File: src/rtl/ccd_regs.svh
// Register offsets, field positions and reset values of the chop/detect block
// Assumes word-indexed register map, byte address = 4 * index
`ifndef CCD_REGS_SVH
`define CCD_REGS_SVH
`define CCD_IDX_UNUSED5 4'h5
`define CCD_IDX_CONFIG 4'h6
`define CCD_IDX_THR_HIGH 4'h7
`define CCD_IDX_THR_LOW 4'h8
`define CCD_IDX_IRQ_STATUS 4'h9
`define CCD_IDX_IRQ_MASK 4'hA
`define CCD_IDX_STATE 4'hB
`define CCD_RST_UNUSED5 16'h0000
`define CCD_RST_CONFIG 16'h0600
`define CCD_RST_THR_HIGH 16'h0000
`define CCD_RST_THR_LOW 8'h00
`define CCD_CFG_RSVD_MASK 16'h1FFF
`define CCD_CFG_DETECT_EN 0
`define CCD_CFG_LEN_LSB 1
`define CCD_CFG_NUM_LSB 4
`define CCD_CFG_COMBINE 7
`define CCD_CFG_CHOP_EN 8
`define CCD_CFG_DLY_LSB 9
`define CCD_IRQ_DETECT 0
`define CCD_IRQ_WINDOW 1
`define CCD_IRQ_SETTLED 2
`endif

File: src/rtl/ccd_pkg.sv
// Types shared by the chop/detect configuration block
// Assumes the register header is included alongside
package ccd_pkg;
  typedef enum logic [1:0] {
    CCD_IDLE = 2'b00,
    CCD_SETTLE = 2'b01,
    CCD_MEASURE = 2'b10
  } ccd_phase_e;

  typedef struct packed {
    logic [15:0] unused5;
    logic [15:0] config_word;
    logic [15:0] thr_high;
    logic [7:0] thr_low;
    logic [2:0] irq_status;
    logic [2:0] irq_mask;
  } ccd_regfile_s;

  typedef struct packed {
    ccd_phase_e phase;
    logic [16:0] settle_cnt;
    logic [11:0] window_cnt;
    logic [7:0] exceed_cnt;
    logic detected;
  } ccd_engine_s;
endpackage

File: src/rtl/ccd_engine.sv
// Chop settling and current-detect measurement engine
// Assumes a sample strobe and modulator tick from the same clock domain
//
// Register access over Avalon-MM was decided locally.
`timescale 1ns/1ps
`include "ccd_regs.svh"
module ccd_engine #(
  parameter int CHANNELS = 3
) (
  input wire logic clk,
  input wire logic rst,
  input wire logic [15:0] config_word,
  input wire logic [23:0] threshold,
  input wire logic mod_tick,
  input wire logic sample_valid,
  input wire logic [CHANNELS*24-1:0] sample_data,
  output logic detect_event,
  output logic window_event,
  output logic settled_event,
  output ccd_pkg::ccd_engine_s state
);
  // ***********************
  // Decoding helpers
  // ***********************
  function automatic logic [16:0] settle_len(input logic [3:0] code);
    settle_len = 17'h00002 << code;
  endfunction

  function automatic logic [11:0] window_len(input logic [2:0] code);
    unique case (code)
      3'h0: window_len = 12'h080;
      3'h1: window_len = 12'h100;
      3'h2: window_len = 12'h200;
      3'h3: window_len = 12'h300;
      3'h4: window_len = 12'h500;
      3'h5: window_len = 12'h700;
      3'h6: window_len = 12'hA00;
      3'h7: window_len = 12'hE00;
    endcase
  endfunction

  function automatic logic [23:0] magnitude(input logic [23:0] v);
    magnitude = v[23] ? 24'(~v + 24'h000001) : v;
  endfunction

  ccd_pkg::ccd_engine_s st_reg;
  ccd_pkg::ccd_engine_s st_next;
  logic det_p_next;
  logic win_p_next;
  logic set_p_next;
  logic any_over;
  logic all_over;
  logic hit;
  logic [8:0] need;
  logic detect_en;
  logic chop_en;

  // ***********************
  // Next state
  // ***********************
  always_comb
  begin
    st_next = st_reg;
    det_p_next = 1'b0;
    win_p_next = 1'b0;
    set_p_next = 1'b0;
    detect_en = config_word[`CCD_CFG_DETECT_EN];
    chop_en = config_word[`CCD_CFG_CHOP_EN];
    need = 9'h001 << config_word[`CCD_CFG_NUM_LSB +: 3];
    any_over = 1'b0;
    all_over = 1'b1;
    for (int i = 0; i < CHANNELS; i++)
    begin
      if (magnitude(sample_data[i*24 +: 24]) > threshold)
      begin
        any_over = 1'b1;
      end
      else
      begin
        all_over = 1'b0;
      end
    end
    hit = config_word[`CCD_CFG_COMBINE] ? all_over : any_over;
    unique case (st_reg.phase)
      ccd_pkg::CCD_IDLE:
      begin
        st_next.window_cnt = 12'h000;
        st_next.exceed_cnt = 8'h00;
        st_next.detected = 1'b0;
        if (detect_en)
        begin
          st_next.settle_cnt = settle_len(config_word[`CCD_CFG_DLY_LSB +: 4]);
          st_next.phase = chop_en ? ccd_pkg::CCD_SETTLE : ccd_pkg::CCD_MEASURE;
        end
      end
      ccd_pkg::CCD_SETTLE:
      begin
        if (!detect_en)
        begin
          st_next.phase = ccd_pkg::CCD_IDLE;
        end
        else if (mod_tick)
        begin
          st_next.settle_cnt = 17'(st_reg.settle_cnt - 17'h00001);
          if (st_reg.settle_cnt == 17'h00001)
          begin
            set_p_next = 1'b1;
            st_next.phase = ccd_pkg::CCD_MEASURE;
          end
        end
      end
      ccd_pkg::CCD_MEASURE:
      begin
        if (!detect_en)
        begin
          st_next.phase = ccd_pkg::CCD_IDLE;
        end
        else if (sample_valid)
        begin
          if (hit && ({1'b0, st_reg.exceed_cnt} < need))
          begin
            st_next.exceed_cnt = 8'(st_reg.exceed_cnt + 8'h01);
            if (({1'b0, st_reg.exceed_cnt} + 9'h001) == need && !st_reg.detected)
            begin
              st_next.detected = 1'b1;
              det_p_next = 1'b1;
            end
          end
          if ((st_reg.window_cnt + 12'h001) == window_len(config_word[`CCD_CFG_LEN_LSB +: 3]))
          begin
            win_p_next = 1'b1;
            st_next.window_cnt = 12'h000;
            st_next.exceed_cnt = 8'h00;
            st_next.detected = 1'b0;
            st_next.settle_cnt = settle_len(config_word[`CCD_CFG_DLY_LSB +: 4]);
            st_next.phase = chop_en ? ccd_pkg::CCD_SETTLE : ccd_pkg::CCD_MEASURE;
          end
          else
          begin
            st_next.window_cnt = 12'(st_reg.window_cnt + 12'h001);
          end
        end
      end
      default:
      begin
        st_next.phase = ccd_pkg::CCD_IDLE;
      end
    endcase
  end

  // ***********************
  // State register
  // ***********************
  always_ff @(posedge clk)
  begin
    if (rst)
    begin
      st_reg <= '{phase: ccd_pkg::CCD_IDLE, settle_cnt: 17'h00000, window_cnt: 12'h000,
                  exceed_cnt: 8'h00, detected: 1'b0};
      detect_event <= 1'b0;
      window_event <= 1'b0;
      settled_event <= 1'b0;
    end
    else
    begin
      st_reg <= st_next;
      detect_event <= det_p_next;
      window_event <= win_p_next;
      settled_event <= set_p_next;
    end
  end

  assign state = st_reg;
endmodule

File: src/rtl/ccd_top.sv
// Chop and current-detect configuration registers with an Avalon-MM slave
// Assumes word index = address[5:2]; sample inputs on CLK_I
`timescale 1ns/1ps
`include "ccd_regs.svh"
module ccd_top #(
  parameter int CHANNELS = 3
) (
  // Clock and reset
  input wire logic CLK_I,
  input wire logic SYS_RST_I,
  // Avalon-MM slave
  input wire logic [5:0] AVS_ADDRESS_I,
  input wire logic AVS_READ_I,
  input wire logic AVS_WRITE_I,
  input wire logic [31:0] AVS_WRITEDATA_I,
  input wire logic [3:0] AVS_BYTEENABLE_I,
  output logic [31:0] AVS_READDATA_O,
  output logic AVS_WAITREQUEST_O,
  // Conversion data
  input wire logic MOD_TICK_I,
  input wire logic SAMPLE_VALID_I,
  input wire logic [CHANNELS*24-1:0] SAMPLE_DATA_I,
  // Status
  output logic DETECT_O,
  output logic IRQ_O
);
  typedef struct packed {
    ccd_pkg::ccd_regfile_s rf;
    logic [31:0] rdata;
    logic ack;
    logic irq;
    logic det;
  } ccd_top_s;

  ccd_top_s s_reg;
  ccd_top_s s_next;
  logic [3:0] idx;
  logic [15:0] wd16;
  logic [15:0] cfg_w;
  logic ev_det;
  logic ev_win;
  logic ev_set;
  logic [2:0] events;
  ccd_pkg::ccd_engine_s eng_state;

  function automatic logic [15:0] merge16(input logic [15:0] old, input logic [31:0] wd, input logic [3:0] be);
    merge16 = {be[1] ? wd[15:8] : old[15:8], be[0] ? wd[7:0] : old[7:0]};
  endfunction

  // ***********************
  // Engine
  // ***********************
  ccd_engine #(
    .CHANNELS(CHANNELS)
  ) u_engine (
    .clk(CLK_I),
    .rst(SYS_RST_I),
    .config_word(s_reg.rf.config_word),
    .threshold({s_reg.rf.thr_high, s_reg.rf.thr_low}),
    .mod_tick(MOD_TICK_I),
    .sample_valid(SAMPLE_VALID_I),
    .sample_data(SAMPLE_DATA_I),
    .detect_event(ev_det),
    .window_event(ev_win),
    .settled_event(ev_set),
    .state(eng_state)
  );

  // ***********************
  // Register access
  // ***********************
  always_comb
  begin
    s_next = s_reg;
    idx = AVS_ADDRESS_I[5:2];
    s_next.ack = 1'b0;
    events = 3'b000;
    events[`CCD_IRQ_DETECT] = ev_det;
    events[`CCD_IRQ_WINDOW] = ev_win;
    events[`CCD_IRQ_SETTLED] = ev_set;
    wd16 = 16'h0000;
    cfg_w = 16'h0000;
    if ((AVS_READ_I || AVS_WRITE_I) && !s_reg.ack)
    begin
      s_next.ack = 1'b1;
      if (AVS_WRITE_I)
      begin
        unique case (idx)
          `CCD_IDX_UNUSED5: s_next.rf.unused5 = merge16(s_reg.rf.unused5, AVS_WRITEDATA_I, AVS_BYTEENABLE_I);
          `CCD_IDX_CONFIG:
          begin
            cfg_w = merge16(s_reg.rf.config_word, AVS_WRITEDATA_I, AVS_BYTEENABLE_I);
            s_next.rf.config_word = cfg_w;
          end
          `CCD_IDX_THR_HIGH: s_next.rf.thr_high = merge16(s_reg.rf.thr_high, AVS_WRITEDATA_I, AVS_BYTEENABLE_I);
          `CCD_IDX_THR_LOW:
          begin
            wd16 = merge16({s_reg.rf.thr_low, 8'h00}, AVS_WRITEDATA_I, AVS_BYTEENABLE_I);
            s_next.rf.thr_low = wd16[15:8];
          end
          `CCD_IDX_IRQ_MASK: s_next.rf.irq_mask = AVS_BYTEENABLE_I[0] ? AVS_WRITEDATA_I[2:0] : s_reg.rf.irq_mask;
          default: s_next.rf = s_reg.rf;
        endcase
        s_next.rdata = 32'h00000000;
      end
      else
      begin
        unique case (idx)
          `CCD_IDX_UNUSED5: s_next.rdata = {16'h0000, s_reg.rf.unused5};
          `CCD_IDX_CONFIG: s_next.rdata = {16'h0000, s_reg.rf.config_word};
          `CCD_IDX_THR_HIGH: s_next.rdata = {16'h0000, s_reg.rf.thr_high};
          `CCD_IDX_THR_LOW: s_next.rdata = {16'h0000, s_reg.rf.thr_low, 8'h00};
          `CCD_IDX_IRQ_STATUS:
          begin
            s_next.rdata = {29'h00000000, s_reg.rf.irq_status};
            s_next.rf.irq_status = 3'b000;
          end
          `CCD_IDX_IRQ_MASK: s_next.rdata = {29'h00000000, s_reg.rf.irq_mask};
          `CCD_IDX_STATE: s_next.rdata = {8'h00, eng_state.exceed_cnt, 2'b00, eng_state.phase,
                                          eng_state.window_cnt};
          default: s_next.rdata = 32'h00000000;
        endcase
      end
    end
    // Set wins over read-clear
    s_next.rf.irq_status = s_next.rf.irq_status | events;
    s_next.irq = |(s_next.rf.irq_status & s_next.rf.irq_mask);
    s_next.det = eng_state.detected;
  end

  always_ff @(posedge CLK_I)
  begin
    if (SYS_RST_I)
    begin
      s_reg <= '{rf: '{unused5: `CCD_RST_UNUSED5, config_word: `CCD_RST_CONFIG, thr_high: `CCD_RST_THR_HIGH,
                       thr_low: `CCD_RST_THR_LOW, irq_status: 3'b000, irq_mask: 3'b000},
                 rdata: 32'h00000000, ack: 1'b0, irq: 1'b0, det: 1'b0};
    end
    else
    begin
      s_reg <= s_next;
    end
  end

  // ***********************
  // Outputs
  // ***********************
  assign AVS_READDATA_O = s_reg.rdata;
  assign AVS_WAITREQUEST_O = !s_reg.ack;
  assign DETECT_O = s_reg.det;
  assign IRQ_O = s_reg.irq;
endmodule

File: config.mk
export PLATFORM = sky130hd
export DESIGN_NAME = ccd_top
export DESIGN_NICKNAME = d
export VERILOG_FILES = /design/src/rtl/ccd_pkg.sv /design/src/rtl/ccd_engine.sv /design/src/rtl/ccd_top.sv
export VERILOG_INCLUDE_DIRS = /design/src /design/src/rtl
export SDC_FILE = /design/constraint.sdc
export NUM_CORES = 1
export LEC_CHECK = 0
export BUFFER_PORTS_ARGS = -buffer_cell sky130_fd_sc_hd__buf_2
export CAP_MARGIN = 0
export CORE_MARGIN = 5
export CORE_UTILIZATION = 35
export DETAILED_ROUTE_END_ITERATION = 8
export PLACE_DENSITY = 0.61
export SYNTH_ARGS = -nofsm -noshare
export SYNTH_HDL_FRONTEND = slang
export SYNTH_SLANG_ARGS = --single-unit
File: constraint.sdc
create_clock -name CLK_I -period 9.2 [get_ports CLK_I]
set_clock_uncertainty 0.2 [all_clocks]
set_input_delay 0.46 -clock CLK_I [delete_from_list [all_inputs] [get_ports CLK_I]]
set_output_delay 0.46 -clock CLK_I [all_outputs]
set_load 0.005 [all_outputs]
==> run summary <==
Die ar. = 32200 sq um
Max Cap Viol = 0
Worst-path clk slew = 0.07 ns
final setup margin = 4.10 ns
WP data required = 9.31 ns
Post-CTS Resized = 0
row cnt = 62
antenna violations before repair = 3
crit path capture type = register
Routed Antenna Nets = 0
Worst-Skew Late Latency = 0.43 ns
TritonCTS clock tree = done
crit path DAT = 5.20 ns
vias in the first global route = 8793
Worst IR Drop VDD = 102 uV
complex-gate fraction of the synthesized area = 18.6%
Worst slew margin = 27.5%
number of I/O port buffers = 126
PwrDens = 130 nW/um^2
max reg flops = 63
register area share after synthesis = 27.3%
clk buf depth = 2
CTS root buffer = clkbuf_16
most used flip-flop cell after synthesis = dfxtp_1
most used routing layer = met2
Detailed Place HPWL = 22900 microns
layout cells sized above 1 = 13.8%
crit start category = primary input
Final nets = 1531
via count = 9277
Starting DRT DRC Count = 663
average routed wire per standard cell = 16.9 microns
Hold Buf Count CTS = 0
fraction of registers with async set/reset = 0%
PnR Total Power = 1.48 mW
R2R setup slack = 5.72 ns
clk sinks = 137
min cycle time layout = 5.10 ns
global-route wire length before repair = 46400 microns
met3 usage = 4.30%
vias per std cell = 5.38
syn avg cell area = 7.99 sq um
largest net degree at the start of global routing = 73
R2R Path Start = s_reg[62]
io pins = 155
CP cell instances = buf_2 -> or3_1 -> nand2b_1 -> or4_1 -> or3_1 -> nand2b_1 -> o31ai_2 -> xnor2_1 -> ha_1 -> nand4_1 -> nor4_1 -> nand2_1 -> o21ai_0 -> o21a_1 -> o22ai_1 -> mux2_2
Hold WC Path Type = in2reg
chip height = 179 microns
GR Layer Usage met1 = 23.8%
H-tree depth = 4
status = complete, no violations
Placer Congestion = 0.881
Max Fanout on Critical Path = 6
origin of the worst setup path = SAMPLE_DATA_I[1]
Post-CTS Setup Inserts = 0
routed wire length = 29200 microns
slowest stage cell on the critical path = o21ai_0
area growth from synthesis to layout = 12.7%
Initial Utilization = 35.2%
post-place setup slack = 3.73 ns
final setup vio count = 0
post-synthesis adder-cell area fraction = 10.8%
fmax = 196 MHz
Die Width = 179 microns
Yosys cell types = 73
cts bufs inserted = 17
min-delay src = AVS_WRITEDATA_I[10]
core area = 28500 sq um
final cycle utilization of the critical path = 55.4%
grt met2 use = 28.3%
Max Slew Vio Count = 0
final hold violations = 0
gr ovfl total = 0
crit path kind = in2reg
setup TNS = 0 ns
Synth Register Bits = 137
drt pass-1 iters = 5
RSZ-0062 raised after global routing = no
Residual DRC = 0
Synth Area in Simple Gates = 21.5%
slowest stage delay, CP = 0.86 ns
post-synthesis cell count = 1258
Syn. warnings = 0
gr usage total = 17.5%
Tightest Pin Transition = 1.08 ns
Post-Synth XOR/XNOR Area = 7.50%
count of flip-flops with a built-in enable after synthesis = 0
mux cell area share after synthesis = 7.60%
synthesized cell area = 10000 sq um
largest family of logic cells by synthesized area = simple AND/OR/NAND/NOR gates
LEAKAGE = 4.22 nW
-- synth_stat cells (all sizes together) (14+ instances only) --
cell    count  share of area (%)
a21oi      97                4.8
a22oi      30                2.2
buf        38                2.7
clkbuf     53                2.0
dfxtp     137                 27
ha         87                 11
inv        50                1.9
mux2i      74                7.4
nand2      92                3.5
nand2b     18                1.1
nand3      32                1.7
nand4      16                1.0
nor2      145                5.4
nor2b      14               0.87
nor3       28                1.5
nor4       18                1.3
o21ai      63                3.1
o31ai      20                1.5
or3        19                1.2
xnor2      77                6.7
-- worst max-delay path: cells and delay by family --
kind | cells | cell delay [ns]
mux | 1 | 0.28
simple gates | 8 | 2.37
fa+ha+maj | 1 | 0.30
buf+inv | 1 | 0.10
xor+xnor | 1 | 0.11
compound gates | 4 | 1.57
-- logic make-up after synthesis --
| group | Yosys count |
|---|---|
| AND/OR/NAND/NOR | 438 |
| AO/OA/AOI/OAI | 292 |
| multiplexers | 76 |
| XOR/XNOR | 86 |
| buffers and inverters | 141 |
| other | 1 |
| adder cells (fa/ha/maj) | 87 |
| flip-flops | 137 |
-- cells in the final DEF, fill, tap and decap left out, drive strengths merged, types with 10 or more instances in the layout --
cell,n
nor2,145
dfxtp,137
buf,131
a21oi,97
nand2,92
ha,87
xnor2,77
mux2i,74
o21ai,63
inv,59
nand3,32
a22oi,30
nor3,28
o31ai,20
or3,19
nand2b,18
nor4,18
clkbuf,18
nand4,16
nor2b,14
and3,13
or2,13
or4,10
-- per-stage QoR --
stage / utilization, % / hold slack (ns) / area (sq um) / std cells
floorplan: - / 0.224 / 10100 / 1265
global placement: 37.7 / 0.242 / 10800 / 1689
detailed placement: 37.7 / 0.242 / 10800 / 1689
CTS: 39.7 / 0.107 / 11300 / 1721
finish: 39.7 / 0.110 / 11300 / 1723
global route: 39.7 / 0.101 / 11300 / 1723
-- power by group --
group	switching (mW)	internal, mW	leakage, nW	total (mW)
Sequential	0.00211	0.595	1.10	0.597
Combinational	0.127	0.0879	2.84	0.215
Clock	0.299	0.364	0.282	0.663
Total	0.428	1.05	4.22	1.48
-- area by class of cell --
class / count / area (sq um)
fillers: 2984 / 17200
multi-input cells: 987 / 6670
clock inverters: 14 / 126
repair buffers: 131 / 671
clock buffers: 18 / 439
inverters: 50 / 188
well taps: 384 / 480
flip-flops and latches: 137 / 2740
diodes: 2 / 5.00
-- layer usage --
metal / vias to the layer above / part of all wire (%)
met2: 229 / 46
met1: 4372 / 47
li1: 4645 / -
met3: 29 / 5.0
met4: 2 / 1.7
met5: - / 0.024
-- worst paths after layout --
| check | endpoint | cells after the start |
|---|---|---|
| setup / recovery | u_engine.state[6] | 16 |
| hold / removal | s_reg[75] | 2 |
| setup reg to reg | u_engine.state[6] | 9 |
| hold reg to reg | s_reg[39] | 2 |
No activity file was read; power rests on OpenSTA's default activity.
